--- src/rtl/omc_params.svh ---
`ifndef OMC_PARAMS_SVH
`define OMC_PARAMS_SVH

// register byte offsets on the wishbone slave
`define OMC_OFF_CTRL     8'h00
`define OMC_OFF_STAT     8'h04

// control register field positions
`define OMC_B_STOP_ALLOW 0
`define OMC_B_DBG_ALLOW  1
`define OMC_B_REF_KEEP   2
`define OMC_B_LOWV_ON    3
`define OMC_B_LOWV_STOP  4
`define OMC_B_RATE_LO    5
`define OMC_B_RATE_HI    7
`define OMC_B_SEL_32K    8
`define OMC_B_PERIPH_W   9
`define OMC_B_CMP_CFG    10
`define OMC_B_KEY_EN     11
`define OMC_B_LVDW_EN    12
`define OMC_B_CMPW_EN    13
`define OMC_CTRL_W       14

// reset values
`define OMC_CTRL_RST     14'h0000
`define OMC_RATE_OFF     3'h0

// restart fetch location and the jump that must sit there
`define OMC_BOOT_PC      16'h3ffd
`define OMC_JMP_OPC      8'hbc
`define OMC_JMP_OPND     16'h3ffe

// cycles after reset release before the synchronised mode pin is valid
`define OMC_BOOT_WAIT    2'h2

`endif

--- src/rtl/omc_pkg.sv ---
package omc_pkg;

	typedef enum logic [2:0] {
		omc_boot   = 3'b000,
		omc_run    = 3'b001,
		omc_halted = 3'b010,
		omc_wait   = 3'b011,
		omc_stop   = 3'b100
	} omc_mode_t;

	typedef enum logic [2:0] {
		cmd_mem        = 3'b000,
		cmd_mem_status = 3'b001,
		cmd_background = 3'b010,
		cmd_regs       = 3'b011,
		cmd_trace      = 3'b100,
		cmd_go         = 3'b101
	} omc_cmd_t;

endpackage : omc_pkg

--- src/rtl/omc_top.sv ---
// Design decisions made here: the Wishbone slave port and the register addresses.
`timescale 1ns/1ps
`include "omc_params.svh"

module omc_top
	import omc_pkg::*;
(
	input  wire logic        ref_clk,
	input  wire logic        resetn,
	input  wire logic        wb_cyc_i,
	input  wire logic        wb_stb_i,
	input  wire logic        wb_we_i,
	input  wire logic [7:0]  wb_adr_i,
	input  wire logic [3:0]  wb_sel_i,
	input  wire logic [31:0] wb_dat_i,
	output logic      [31:0] wb_dat_o,
	output logic             wb_ack_o,
	input  wire logic        debug_mode_select_pin,
	input  wire logic        reset_pin_n,
	input  wire logic        keypad_wake_pin,
	input  wire logic        lowv_wake_in,
	input  wire logic        cmp_wake_in,
	input  wire logic        periodic_wake_in,
	input  wire logic        wait_exec,
	input  wire logic        stop_exec,
	input  wire logic        halt_exec,
	input  wire logic        brk_hit,
	input  wire logic        cpu_irq,
	input  wire logic        dbg_cmd_valid,
	input  wire logic [2:0]  dbg_cmd_code,
	input  wire logic        dbg_force_reset,
	output logic      [2:0]  mode_o,
	output logic             cpu_clk_on,
	output logic             periph_clk_on,
	output logic             clk_src_on,
	output logic             regulator_full,
	output logic             dbg_clk_on,
	output logic             periodic_src_on,
	output logic             cmp_on,
	output logic             pins_held,
	output logic             pc_advance,
	output logic             boot_fetch,
	output logic      [15:0] boot_addr,
	output logic             sys_reset_req,
	output logic             ilop_reset,
	output logic             dbg_cmd_ack,
	output logic             dbg_cmd_err,
	output logic             dbg_cmd_rej,
	output logic             dbg_mem_go,
	output logic             dbg_trace
);

	localparam int NSYNC = 5;

	omc_mode_t                mode_r, mode_nxt;
	logic [`OMC_CTRL_W-1:0]   ctrl_r;
	logic [1:0]               boot_cnt_r;
	logic                     ack_r;
	logic [31:0]              dat_r;
	logic                     stop_dbg_r, stop_lowv_r, stop_ref_r;
	logic                     pc_adv_r, boot_r, sysrst_r, ilop_r;
	logic                     ack_c_r, err_c_r, rej_c_r, mem_r, trace_r;
	logic                     pc_adv_nxt, boot_nxt, sysrst_nxt, ilop_nxt;
	logic                     ack_c_nxt, err_c_nxt, rej_c_nxt, mem_nxt, trace_nxt;
	logic [NSYNC-1:0]         async_in, sync1_r, sync2_r;

	// every pin or foreign-domain level passes two flops before use
	assign async_in = {periodic_wake_in, cmp_wake_in, lowv_wake_in, keypad_wake_pin, debug_mode_select_pin};
	genvar gi;
	generate
		for (gi = 0; gi < NSYNC; gi++) begin : g_sync
			always_ff @(posedge ref_clk or negedge resetn) begin
				if (!resetn) begin
					sync1_r[gi] <= 1'b1;
					sync2_r[gi] <= 1'b1;
				end else begin
					sync1_r[gi] <= async_in[gi];
					sync2_r[gi] <= sync1_r[gi];
				end
			end
		end
	endgenerate

	// reset pin gets its own chain: released high means no request
	logic rpin1_r, rpin2_r;
	always_ff @(posedge ref_clk or negedge resetn) begin
		if (!resetn) begin
			rpin1_r <= 1'b1;
			rpin2_r <= 1'b1;
		end else begin
			rpin1_r <= reset_pin_n;
			rpin2_r <= rpin1_r;
		end
	end

	// named views of synchronised levels and control fields
	wire       ms_s      = sync2_r[0];
	wire       key_s     = sync2_r[1];
	wire       lowv_s    = sync2_r[2];
	wire       cmp_s     = sync2_r[3];
	wire       per_s     = sync2_r[4];
	wire       pin_rst   = !rpin2_r;
	wire       stop_ok   = ctrl_r[`OMC_B_STOP_ALLOW];
	wire       dbg_allow = ctrl_r[`OMC_B_DBG_ALLOW];
	wire       ref_keep  = ctrl_r[`OMC_B_REF_KEEP];
	wire       lowv_both = ctrl_r[`OMC_B_LOWV_ON] & ctrl_r[`OMC_B_LOWV_STOP];
	wire [2:0] rate      = ctrl_r[`OMC_B_RATE_HI:`OMC_B_RATE_LO];
	wire       sel_32k   = ctrl_r[`OMC_B_SEL_32K];
	wire       rate_on   = (rate != `OMC_RATE_OFF);

	// command classification
	omc_cmd_t cmd;
	assign cmd = omc_cmd_t'(dbg_cmd_code);
	wire cmd_nonintr = (cmd == cmd_mem) || (cmd == cmd_mem_status) || (cmd == cmd_background);
	wire cmd_active  = (cmd == cmd_regs) || (cmd == cmd_trace) || (cmd == cmd_go);
	wire cmd_known   = cmd_nonintr || cmd_active;
	wire bg_cmd      = dbg_cmd_valid && (cmd == cmd_background);

	// the 32 khz reference survives stop when debug was allowed, or when ref_keep is set and the detector keeps the regulator up
	wire src_in_stop = stop_dbg_r | (stop_ref_r & stop_lowv_r);
	wire per_src_ok  = rate_on && (!sel_32k || (mode_r == omc_stop ? src_in_stop : 1'b1));
	wire async_wake  = (key_s & ctrl_r[`OMC_B_KEY_EN]) | (lowv_s & ctrl_r[`OMC_B_LVDW_EN])
	                 | (cmp_s & ctrl_r[`OMC_B_CMPW_EN]);
	wire stop_wake   = async_wake | (per_s & per_src_ok);
	wire wait_wake   = cpu_irq | stop_wake;
	// debug logic only hears the host in stop if it was kept clocked
	wire dbg_live    = (mode_r != omc_stop) || stop_dbg_r;

	// mode sequencing and one-cycle event pulses
	always_comb begin
		mode_nxt   = mode_r;
		pc_adv_nxt = 1'b0;
		boot_nxt   = 1'b0;
		sysrst_nxt = 1'b0;
		ilop_nxt   = 1'b0;
		ack_c_nxt  = 1'b0;
		err_c_nxt  = 1'b0;
		rej_c_nxt  = 1'b0;
		mem_nxt    = 1'b0;
		trace_nxt  = 1'b0;
		// command answer follows the mode in which it arrived
		if (dbg_cmd_valid) begin
			case (mode_r)
				omc_run: begin
					ack_c_nxt = cmd_nonintr;
					mem_nxt   = cmd_nonintr && (cmd != cmd_background);
					rej_c_nxt = !cmd_nonintr;
				end
				omc_halted: begin
					ack_c_nxt = cmd_known;
					mem_nxt   = (cmd == cmd_mem) || (cmd == cmd_mem_status);
					trace_nxt = (cmd == cmd_trace);
					rej_c_nxt = !cmd_known;
				end
				omc_wait, omc_stop: begin
					// low-power modes answer status without touching memory while debug is live, else they reject
					ack_c_nxt = dbg_live && (cmd == cmd_background);
					err_c_nxt = dbg_live && (cmd == cmd_mem_status);
					rej_c_nxt = !(ack_c_nxt || err_c_nxt);
				end
				default: rej_c_nxt = 1'b1;
			endcase
		end
		// resets override every mode change the cpu or host asked for; command answers still go out
		if (pin_rst) begin
			mode_nxt   = omc_run;
			boot_nxt   = 1'b1;
			sysrst_nxt = 1'b1;
		end else if (dbg_force_reset) begin
			mode_nxt   = omc_halted;
			sysrst_nxt = 1'b1;
		end else begin
			case (mode_r)
				omc_boot: begin
					if (boot_cnt_r == `OMC_BOOT_WAIT) begin
						// single look at the pin; pullup default means run
						mode_nxt = ms_s ? omc_run : omc_halted;
						boot_nxt = ms_s;
					end
				end
				omc_run: begin
					if (stop_exec && stop_ok) begin
						mode_nxt = omc_stop;
					end else if (stop_exec) begin
						mode_nxt   = omc_boot;
						ilop_nxt   = 1'b1;
						sysrst_nxt = 1'b1;
					end else if (wait_exec) begin
						mode_nxt = omc_wait;
					end else if (halt_exec || brk_hit || bg_cmd) begin
						mode_nxt = omc_halted;
					end
				end
				omc_halted: begin
					if (dbg_cmd_valid && (cmd == cmd_go)) begin
						mode_nxt = omc_run;
					end
				end
				omc_wait: begin
					if (bg_cmd) begin
						mode_nxt = omc_halted;
					end else if (wait_wake) begin
						mode_nxt   = omc_run;
						pc_adv_nxt = 1'b1;
					end
				end
				omc_stop: begin
					if (bg_cmd && stop_dbg_r) begin
						mode_nxt = omc_halted;
					end else if (stop_wake) begin
						mode_nxt   = omc_run;
						pc_adv_nxt = 1'b1;
					end
				end
				default: mode_nxt = omc_boot;
			endcase
		end
	end

	// mode state and the settings captured at stop entry
	always_ff @(posedge ref_clk or negedge resetn) begin
		if (!resetn) begin
			mode_r     <= omc_boot;
			boot_cnt_r <= 2'h0;
			stop_dbg_r <= 1'b0;
			stop_lowv_r <= 1'b0;
			stop_ref_r <= 1'b0;
		end else begin
			mode_r     <= mode_nxt;
			boot_cnt_r <= (mode_nxt == omc_boot && mode_r == omc_boot) ? boot_cnt_r + 2'h1 : 2'h0;
			if (mode_r != omc_stop && mode_nxt == omc_stop) begin
				stop_dbg_r <= dbg_allow;
				stop_lowv_r <= lowv_both;
				stop_ref_r <= ref_keep;
			end
		end
	end

	// registered pulses toward cpu and host
	always_ff @(posedge ref_clk or negedge resetn) begin
		if (!resetn) begin
			{pc_adv_r, boot_r, sysrst_r, ilop_r} <= 4'h0;
			{ack_c_r, err_c_r, rej_c_r, mem_r, trace_r} <= 5'h00;
		end else begin
			{pc_adv_r, boot_r, sysrst_r, ilop_r} <= {pc_adv_nxt, boot_nxt, sysrst_nxt, ilop_nxt};
			{ack_c_r, err_c_r, rej_c_r, mem_r, trace_r} <= {ack_c_nxt, err_c_nxt, rej_c_nxt, mem_nxt, trace_nxt};
		end
	end

	// clock and power steering decoded straight from mode state, the settings captured at stop entry and control bits
	assign mode_o          = mode_r;
	assign cpu_clk_on      = (mode_r == omc_run);
	assign periph_clk_on   = (mode_r == omc_run) || (mode_r == omc_halted)
	                       || ((mode_r == omc_wait) && ctrl_r[`OMC_B_PERIPH_W]);
	assign clk_src_on      = (mode_r == omc_stop) ? src_in_stop : 1'b1;
	assign regulator_full  = (mode_r == omc_stop) ? (stop_dbg_r | stop_lowv_r) : 1'b1;
	assign dbg_clk_on      = dbg_live;
	assign periodic_src_on = per_src_ok;
	assign cmp_on          = ((mode_r == omc_wait) || (mode_r == omc_stop)) ? ctrl_r[`OMC_B_CMP_CFG] : 1'b1;
	assign pins_held       = (mode_r == omc_wait) || (mode_r == omc_stop);
	assign pc_advance      = pc_adv_r;
	assign boot_fetch      = boot_r;
	assign boot_addr       = `OMC_BOOT_PC;
	assign sys_reset_req   = sysrst_r;
	assign ilop_reset      = ilop_r;
	assign dbg_cmd_ack     = ack_c_r;
	assign dbg_cmd_err     = err_c_r;
	assign dbg_cmd_rej     = rej_c_r;
	assign dbg_mem_go      = mem_r;
	assign dbg_trace       = trace_r;

	// wishbone decode; unmapped reads return zero and still ack
	wire        wb_req   = wb_cyc_i && wb_stb_i && !ack_r;
	wire        hit_ctrl = (wb_adr_i == `OMC_OFF_CTRL);
	wire        hit_stat = (wb_adr_i == `OMC_OFF_STAT);
	wire [31:0] stat_val = {22'h000000, regulator_full, clk_src_on, stop_lowv_r, stop_dbg_r, ms_s, cpu_clk_on,
	                        1'b0, mode_r};
	wire [31:0] rd_mux   = hit_ctrl ? {18'h00000, ctrl_r} : (hit_stat ? stat_val : 32'h00000000);
	wire        wr_ctrl  = wb_req && wb_we_i && hit_ctrl;

	// one wait state: ack follows the request edge and drops after one cycle
	always_ff @(posedge ref_clk or negedge resetn) begin
		if (!resetn) begin
			ack_r  <= 1'b0;
			dat_r  <= 32'h00000000;
			ctrl_r <= `OMC_CTRL_RST;
		end else begin
			ack_r <= wb_req;
			if (wb_req && !wb_we_i) begin
				dat_r <= rd_mux;
			end
			if (wr_ctrl && wb_sel_i[0]) begin
				ctrl_r[7:0] <= wb_dat_i[7:0];
			end
			if (wr_ctrl && wb_sel_i[1]) begin
				ctrl_r[`OMC_CTRL_W-1:8] <= wb_dat_i[`OMC_CTRL_W-1:8];
			end
		end
	end

	assign wb_ack_o = ack_r;
	assign wb_dat_o = dat_r;

	wire calm = !pin_rst && !dbg_force_reset;
endmodule : omc_top

--- config.mk ---
export PLATFORM = sky130hd
export DESIGN_NAME = omc_top
export DESIGN_NICKNAME = d
export VERILOG_FILES = /design/src/rtl/omc_pkg.sv /design/src/rtl/omc_top.sv
export VERILOG_INCLUDE_DIRS = /design/src /design/src/rtl
export SDC_FILE = /design/constraint.sdc
export NUM_CORES = 1
export LEC_CHECK = 0
export BUFFER_PORTS_ARGS = -buffer_cell sky130_fd_sc_hd__buf_2
export CAP_MARGIN = 20
export CELL_PAD_IN_SITES_DETAIL_PLACEMENT = 1
export CELL_PAD_IN_SITES_GLOBAL_PLACEMENT = 2
export CORE_MARGIN = 4
export CORE_UTILIZATION = 27
export CTS_CLUSTER_SIZE = 10
export DETAILED_ROUTE_END_ITERATION = 8
export HOLD_SLACK_MARGIN = 0.15
export PLACE_DENSITY_LB_ADDON = 0.15
export SLEW_MARGIN = 20
export SYNTH_ARGS = -nofsm -noshare
export SYNTH_HDL_FRONTEND = slang
export SYNTH_SLANG_ARGS = --single-unit
--- constraint.sdc ---
create_clock -name ref_clk -period 2.5 [get_ports ref_clk]
set_input_delay 0.125 -clock ref_clk [delete_from_list [all_inputs] [get_ports ref_clk]]
set_output_delay 0.125 -clock ref_clk [all_outputs]
set_load 0.01 [all_outputs]
==> results.sh, run 1 <==
export IMPL_status="finished, final reports clean"
export IMPL_critPathCaptureType="flop"
export IMPL_fin_tns_setup_ns=0
export IMPL_dpl_cell_area_um2=3290
export IMPL_powerDensity_nw_per_um2=591
export IMPL_cp_slowest_cell="dlygate4sd3_1"
export IMPL_synth_avg_cell_area_um2=10.3
export IMPL_fill_cells=1224
export IMPL_drt_pre_antenna_iters=4
export IMPL_grt_pass1_vias=2453
export IMPL_num_antenna_cells=0
export IMPL_grt_setup_unrepaired="no"
export IMPL_post_cts_buffers=0
export IMPL_synth_edff_count=0
export IMPL_critical_path_max_fanout=6
export IMPL_yosys_warnings=0
export IMPL_cts_hold_buf=28
export IMPL_htreeDepth=3
export IMPL_root_buffer="clkbuf_8"
export IMPL_slew_headroom_pct=56.4
export IMPL_io_buffers=79
export IMPL_tightest_slew_ns=0.654
export IMPL_drc=0
export IMPL_setup_violations_final=0
export IMPL_grt_max_degree=31
export IMPL_cts_sinks=58
export IMPL_crit_buf_inv=3
export IMPL_synth_area_mux_share_pct=6.37
export IMPL_die_w_um=110
export IMPL_layout_common_cells="79 x buf_2, 46 x dfrtp_1, 42 x nand2_1"
export IMPL_yosys_area_top_type="dfrtp_1"
export IMPL_cellLeakagePower_nw=1.94
export IMPL_synth_top_cell_area_share_pct=40.7
export IMPL_initial_utilization_pct=27.5
export IMPL_hold_violations=0
export IMPL_synthesis_area_um2=2830
export IMPL_drt_iter0_markers=59
export IMPL_finish_instance_area_um2=3800
export IMPL_core_region_area_um2=10300
export IMPL_critPathArrivalTime_ns=2.37
export IMPL_synth_compound_area_share_pct=7.16
export IMPL_synth_seq_cells=58
export IMPL_final_nets=457
export IMPL_critical_path_top_delay_family="buffers and inverters"
export IMPL_hp_class="in2reg"
export IMPL_yosysSeqAreaShare_pct=51.8
export IMPL_vias_per_cell=4.32
export IMPL_wirelength_um=7990
export IMPL_wl_per_cell_um=15.0
export IMPL_via_count=2299
export IMPL_worstSkewPairLatency_ns=0.33
export IMPL_async_reset_ff_share_pct=100
export IMPL_hpwlAfterDp_um=6070
export IMPL_slowest_delay_ns=0.56
export IMPL_cp_required_ns=2.72
export IMPL_synth_top_family_by_area="simple AND/OR/NAND/NOR gates"
export IMPL_crit_path_frequent_cell="dlygate4sd3_1"
export IMPL_synth_cells=276
export IMPL_drv_cap=0
export IMPL_drtAntennaViolNets=0
export IMPL_grt_pass1_wl_um=12600
export IMPL_hold_depth=4
export IMPL_crit_cells=7
export IMPL_synth_area_leaders="dfrtp_1 41%, dfstp_2 11%, buf_4 9.3%"
export IMPL_die_area_um2=12200
export IMPL_synthXorXnorAreaFrac_pct=0.309
export IMPL_grt_ovfl_total=0
export IMPL_max_clock_path_buffers=2
export IMPL_rows=37
export IMPL_clock_skew_ns=0.00470
export IMPL_synth_distinct_cells=49
export IMPL_crit_type="in2reg"
export IMPL_drive_above_1_share_pct=32.3
export IMPL_synth_flop_cell="dfrtp_1"
export IMPL_drv_slew=0
export IMPL_track_usage_pct=13.7
export IMPL_place_congestion=0.760
export IMPL_die_h_um=110
export IMPL_cts_resized=0
export IMPL_synthAdderAreaFrac_pct=0.442
export IMPL_clk_pin_slew_ns=0.07
export IMPL_synthSimpleGateAreaFrac_pct=21.7
export IMPL_vdd_drop_max_uv=231
export IMPL_antenna_found_initial=0
export IMPL_worstPathCellList="dlygate4sd3_1 > buf_2 > nand2_1 > dlygate4sd3_1 > nor2_1 > nand4_2 > mux2_1"
export IMPL_fin_crit_sh_pct=86.2
export IMPL_cp_start_kind="primary input"
export IMPL_area_growth_pct=34.1
export IMPL_io_pins=134
export IMPL_cts_tree="built"
export IMPL_reg2regPathDepth=6
export IMPL_period_needed_ns=2.15
export IMPL_maxClockFrequency_ghz=0.464
export IMPL_layout_commonest_cell="buf_2"
export IMPL_numCtsBuffers=9
## worst reg2reg max path, stage by stage (launching register included)
cell	delay, ns
dfrtp_1	0.51
nor4b_4	0.31
a31oi_2	0.18
a21boi_2	0.22
o32ai_1	0.13
o31a_1	0.35
nor4_1	0.27
## registers in the layout (all words and copies together) (netlist names), 2 cells and up
register and flops:
ctrl_r 14, wb_dat_o 14, sync1_r 5, mode_o 3, boot_cnt_r 2
## power breakdown
group	switching, mW	leakage, nW	internal [mW]
clock network	0.385	0.117	0.616
logic	0.147	1.06	0.110
registers	0.0163	0.755	0.970
total	0.549	1.94	1.70
## final cells by class
| type | count | area (µm²) | area share [%] |
|---|---|---|---|
| Clock buffer | 12 | 155 | 4.09 |
| Clock inverter | 4 | 73.8 | 1.94 |
| Inverter | 8 | 30.0 | 0.791 |
| Multi-Input combinational cell | 197 | 1150 | 30.3 |
| Sequential cell | 58 | 1470 | 38.6 |
| Tap cell | 136 | 170 | 4.48 |
| Timing Repair Buffer | 117 | 751 | 19.8 |
## path summary, 6_finish.rpt
check	from	slack [ns]	endpoint
worst max-delay path	wb_stb_i	0.35	ctrl_r[10]
worst min-delay path	halt_exec	0.18	boot_cnt_r[0]
worst max register to register	mode_o[2]	0.41	boot_cnt_r[1]
worst min register to register	sync1_r[1]	0.36	key_s
max in group asynchronous	resetn	1.41	rpin2_r
min in group asynchronous	resetn	0.36	ctrl_r[12]
## kinds of logic (layout without fill, tap and decap cells)
family | after synthesis | count (layout)
adders and majority gates | 1 | 1
muxes | 16 | 16
and+or+nand+nor | 118 | 118
buffers and inverters | 53 | 141
DFF | 58 | 58
xor gates and xnor gates | 1 | 1
other | 2 | 34
AOI/OAI and AO/OA | 27 | 27
## metrics by stage
step                instances  power (mW)  hold slack, ns  setup WS (ns)  util (%)
finish                    532        2.24           0.175          0.345      36.9
global route              532        2.35           0.214          0.163      36.9
CTS                       532        2.28           0.169          0.333      36.9
detailed placement        488        1.23           0.208          0.189      32.0
global placement          488        1.23           0.205          0.263      32.0
floorplan                 308        1.15          -0.171          0.495         -
## cells in the mapped netlist, types with 3 or more instances
cell type,n
nand2b_1,4
nor2b_1,5
o21ai_0,5
buf_4,35
nor3_1,7
dfrtp_1,46
dfstp_2,12
clkbuf_1,8
mux2_2,3
nor2_1,12
mux2_1,13
and2_1,3
nor4_1,3
inv_1,8
nand2_1,42
nand3_1,27
a21oi_1,5
## metal layers
metal  routed length, µm  part of all wire [%]  up-vias  track usage (%)
li1                    -                     -     1113                -
met1                3490                    44     1097             17.4
met2                3800                    48       77             21.9
met3                 563                   7.0       12             3.49
met4                 136                   1.7        0             5.80
met5                   0                     0        -                0
(Power assumes the default switching activity.)
==> run 2, diff against run 1 <==
REMOVE_ABC_BUFFERS = 1   (was unset)
==> results.sh, run 2 (synthesized netlist as in run 1, its figures left out) <==
export IMPL_final_nets=456
export IMPL_post_cts_buffers=0
export IMPL_min_to="dbg_trace"
export IMPL_reg2regPathDepth=6
export IMPL_vdd_drop_max_uv=309
export IMPL_wl_per_cell_um=15.0
export IMPL_r2r_start="mode_o[0]"
export IMPL_die_w_um=110
export IMPL_numCtsBuffers=9
export IMPL_regArea_um2=1470
export IMPL_num_antenna_cells=0
export IMPL_tightest_slew_ns=0.714
export IMPL_rows=37
export IMPL_period_needed_ns=2.25
export IMPL_io_buffers=79
export IMPL_fin_crit_sh_pct=90.1
export IMPL_antenna_found_initial=0
export IMPL_drtAntennaViolNets=0
export IMPL_drt_iter0_markers=55
export IMPL_critPathCaptureType="flop"
export IMPL_crit_type="reg2reg"
export IMPL_cts_tree="built"
export IMPL_layout_common_cells="79 x buf_2, 46 x dfrtp_1, 42 x nand2_1"
export IMPL_track_usage_pct=13.8
export IMPL_initial_utilization_pct=27.5
export IMPL_area_growth_pct=34.3
export IMPL_fill_cells=1246
export IMPL_drv_cap=0
export IMPL_drc=0
export IMPL_cellLeakagePower_nw=1.92
export IMPL_r2r_setup_slack_ns=0.25
export IMPL_grt_pass1_wl_um=12800
export IMPL_drive_above_1_share_pct=32.2
export IMPL_worstSkewPairLatency_ns=0.33
export IMPL_die_area_um2=12200
export IMPL_timing_rr_end="mode_o[1]"
export IMPL_htreeDepth=3
export IMPL_hold_violations=0
export IMPL_grt_pass1_vias=2450
export IMPL_critPathArrivalTime_ns=2.52
export IMPL_vias_per_cell=4.34
export IMPL_wirelength_um=7940
export IMPL_clk_pin_slew_ns=0.07
export IMPL_cp_required_ns=2.77
export IMPL_hold_depth=2
export IMPL_status="finished, final reports clean"
export IMPL_layout_commonest_cell="buf_2"
export IMPL_slew_headroom_pct=52.4
export IMPL_root_buffer="clkbuf_8"
export IMPL_cp_start_kind="flop"
export IMPL_critical_path_max_fanout=7
export IMPL_maxClockFrequency_ghz=0.444
export IMPL_place_congestion=0.735
export IMPL_die_h_um=110
export IMPL_grt_ovfl_total=0
export IMPL_hold_start="dbg_cmd_code[2]"
export IMPL_setup_violations_final=0
export IMPL_dpl_cell_area_um2=3280
export IMPL_hp_class="in2reg"
export IMPL_finish_instance_area_um2=3800
export IMPL_via_count=2306
export IMPL_drv_slew=0
export IMPL_drt_pre_antenna_iters=4
export IMPL_io_pins=134
export IMPL_grt_setup_unrepaired="no"
export IMPL_max_clock_path_buffers=2
export IMPL_cts_sinks=58
export IMPL_fin_tns_setup_ns=0
export IMPL_clock_skew_ns=0.00879
export IMPL_grt_max_degree=31
export IMPL_core_region_area_um2=10300
export IMPL_powerDensity_nw_per_um2=584
export IMPL_multiInputGateArea_um2=1150
export IMPL_hpwlAfterDp_um=5760
[run 2: worst max path at each step]
| stage | slack [ns] | from | to | cells after the start |
|---|---|---|---|---|
| after floorplan | 0.17 | wb_adr_i[5] | ctrl_r[10] | 5 |
| after global placement | 0.23 | wb_adr_i[5] | ctrl_r[12] | 6 |
| after detailed placement | 0.16 | wb_adr_i[5] | ctrl_r[9] | 6 |
| after CTS | 0.18 | mode_o[0] | mode_o[1] | 6 |
| after global routing | 0.13 | mode_o[0] | mode_o[1] | 6 |
| final | 0.25 | mode_o[0] | mode_o[1] | 6 |
[run 2: area by class of cell]
type	instances	share of cell area, %
repair buffers	116	20.0
multi-input cells	197	30.3
inverters	8	0.790
flip-flops and latches	58	38.6
clock buffers	9	3.26
clock inverters	7	2.67
well taps	136	4.48
[run 2: timing repair]
| item | CTS | global route |
|---|---|---|
| hold buffers | 29 | 0 |
| resized for setup | 0 | 0 |
| hold endpoints to repair | 50 | 0 |
[run 2: routing by layer]
layer | global-route usage [%] | vias up | wire length (µm)
li1 | - | 1104 | -
met1 | 17.8 | 1130 | 3470
met2 | 23.1 | 64 | 3950
met3 | 3.09 | 8 | 435
met4 | 4.22 | 0 | 91
met5 | 0 | - | 0
[run 2: worst max-delay path, stage by stage, from the launching register on]
cell	delay (ns)
dfrtp_1	0.52
nor2b_1	0.29
nor3b_1	0.41
o41ai_1	0.14
dlygate4sd3_1	0.58
nand2_1	0.12
o31a_1	0.14
[run 2: where the power goes]
part           total, mW  internal (mW)  switching (mW)
Combinational      0.254          0.110           0.144
Clock              0.979          0.569           0.409
Sequential         0.988          0.969          0.0183
Total               2.22           1.65           0.572
[run 2: metrics by stage]
step | util [%] | setup slack (ns) | std cells | hold slack (ns) | total power [mW]
6_report | 37.0 | 0.249 | 531 | 0.179 | 2.22
5_1_grt | 37.0 | 0.131 | 531 | 0.175 | 2.35
4_1_cts | 37.0 | 0.180 | 531 | 0.161 | 2.26
3_5_place_dp | 32.0 | 0.160 | 486 | 0.231 | 1.23
3_3_place_gp | 32.0 | 0.228 | 486 | 0.225 | 1.23
2_1_floorplan | - | 0.168 | 263 | -0.171 | 1.11
==> run 3, diff against run 2 <==
CELL_PAD_IN_SITES_DETAIL_PLACEMENT = 2   (was 1)
PLACE_DENSITY = 0.76   (was unset)
PLACE_DENSITY_LB_ADDON = unset   (was 0.15)
clock period = 2.1 ns   (was 2.5 ns; I/O delays follow)
==> results.sh, run 3 (synthesized netlist as in run 1, its figures left out) <==
export IMPL_multiInputGateArea_um2=1180
export IMPL_clk_pin_slew_ns=0.07
export IMPL_powerDensity_nw_per_um2=685
export IMPL_die_w_um=110
export IMPL_hold_violations=0
export IMPL_cellLeakagePower_nw=1.95
export IMPL_worstSkewPairLatency_ns=0.34
export IMPL_initial_utilization_pct=27.5
export IMPL_period_needed_ns=1.95
export IMPL_regArea_um2=1470
export IMPL_drt_iter0_markers=55
export IMPL_totalPowerFinal_mw=2.64
export IMPL_place_congestion=0.811
export IMPL_vias_per_cell=4.45
export IMPL_hp_class="in2reg"
export IMPL_area_growth_pct=36.3
export IMPL_drt_pre_antenna_iters=4
export IMPL_grt_pass1_wl_um=13500
export IMPL_cp_start_kind="flop"
export IMPL_reg2regPathDepth=5
export IMPL_drc=0
export IMPL_slew_headroom_pct=50.4
export IMPL_hold_depth=3
export IMPL_layout_commonest_cell="buf_2"
export IMPL_wirelength_um=8560
export IMPL_die_area_um2=12200
export IMPL_cts_sinks=58
export IMPL_cts_tree="built"
export IMPL_io_pins=134
export IMPL_maxClockFrequency_ghz=0.513
export IMPL_post_cts_buffers=0
export IMPL_grt_max_degree=59
export IMPL_drive_above_1_share_pct=33.7
export IMPL_r2r_setup_slack_ns=0.15
export IMPL_critical_path_max_fanout=4
export IMPL_tightest_slew_ns=0.744
export IMPL_antenna_found_initial=0
export IMPL_clock_skew_ns=0.0117
export IMPL_track_usage_pct=14.6
export IMPL_htreeDepth=3
export IMPL_core_region_area_um2=10300
export IMPL_io_buffers=79
export IMPL_rows=37
export IMPL_timing_rr_end="stop_ref_r"
export IMPL_grt_pass1_vias=2575
export IMPL_min_to="dbg_cmd_ack"
export IMPL_cp_required_ns=2.32
export IMPL_status="finished, final reports clean"
export IMPL_fill_cells=1128
export IMPL_root_buffer="clkbuf_8"
export IMPL_vdd_drop_max_uv=308
export IMPL_drtAntennaViolNets=0
export IMPL_post_route_util_pct=37.5
export IMPL_grt_ovfl_total=0
export IMPL_critPathArrivalTime_ns=2.17
export IMPL_via_count=2389
export IMPL_numCtsBuffers=9
export IMPL_final_nets=462
export IMPL_layout_common_cells="79 x buf_2, 45 x dfrtp_1, 42 x nand2_1"
export IMPL_crit_type="reg2reg"
export IMPL_r2r_start="mode_o[0]"
export IMPL_drv_slew=0
export IMPL_hpwlAfterDp_um=6280
export IMPL_grt_setup_unrepaired="yes"
export IMPL_setup_violations_final=0
export IMPL_drv_cap=0
export IMPL_max_clock_path_buffers=2
export IMPL_die_h_um=110
export IMPL_hold_start="dbg_cmd_code[1]"
export IMPL_num_antenna_cells=0
export IMPL_fin_crit_sh_pct=92.9
export IMPL_critPathCaptureType="flop"
export IMPL_wl_per_cell_um=15.9
==> run 3: cell types whose count changed in the layout (fill, tap and decap cells not counted), moves of 2 or more <==
cell,before,now
buf_4,7,12
clkinv_2,0,2
dlygate4sd3_1,29,31
inv_6,2,0
nor2b_1,5,3
nor2b_2,0,2
nor4_1,3,1
nor4_2,0,2
==> run 3: per-layer routing <==
metal	track usage (%)	routed length, µm
met3	4.37	476
met1	17.5	3500
met2	25.0	4430
met4	4.75	155
met5	0	0
==> run 3: how the worst max path moves through the flow <==
stage	from	end	slack, ns
CTS	mode_o[0]	boot_cnt_r[1]	0.005
detailed placement	wb_adr_i[5]	ctrl_r[13]	-0.02
global route	mode_o[0]	stop_ref_r	0.01
global placement	wb_adr_i[5]	ctrl_r[12]	0.03
finish	mode_o[0]	stop_ref_r	0.15
floorplan	wb_adr_i[5]	ctrl_r[10]	-0.21
==> run 3: what timing repair did <==
action | CTS | global route
endpoints found under the hold margin | 79 | 0
hold buffers | 31 | 0
resized for setup | 0 | 6
endpoints found under the setup margin | 0 | 6
==> run 3: area by class of cell <==
type / instances / area share, %
flip-flops and latches: 58 / 38.0
clock buffers: 11 / 3.66
clock inverters: 5 / 2.01
inverters: 8 / 0.778
repair buffers: 122 / 20.6
multi-input cells: 197 / 30.5
well taps: 136 / 4.41
==> run 3: where the power goes <==
part	internal [mW]	switching [mW]
clock network	0.697	0.455
registers	1.15	0.0189
logic	0.136	0.183
total	1.99	0.656
==> run 3: critical path, stage by stage, from the launching register on <==
cell and delay [ns]:
dfrtp_1 0.46, nor2b_2 0.26, and2_1 0.22, nand3_1 0.14
or3_1 0.42, mux2_1 0.34
==> run 3: stage by stage <==
stage,worst slack [ns],hold slack [ns],setup TNS [ns],cell area [µm²],cells
finish,0.150,0.212,0,3860,537
global route,0.0116,0.222,0,3860,537
CTS,0.00506,0.194,0,3830,537
detailed placement,-0.0177,0.211,-0.0792,3300,490
global placement,0.0266,0.210,0,3300,490
floorplan,-0.212,-0.191,-2.36,2640,263
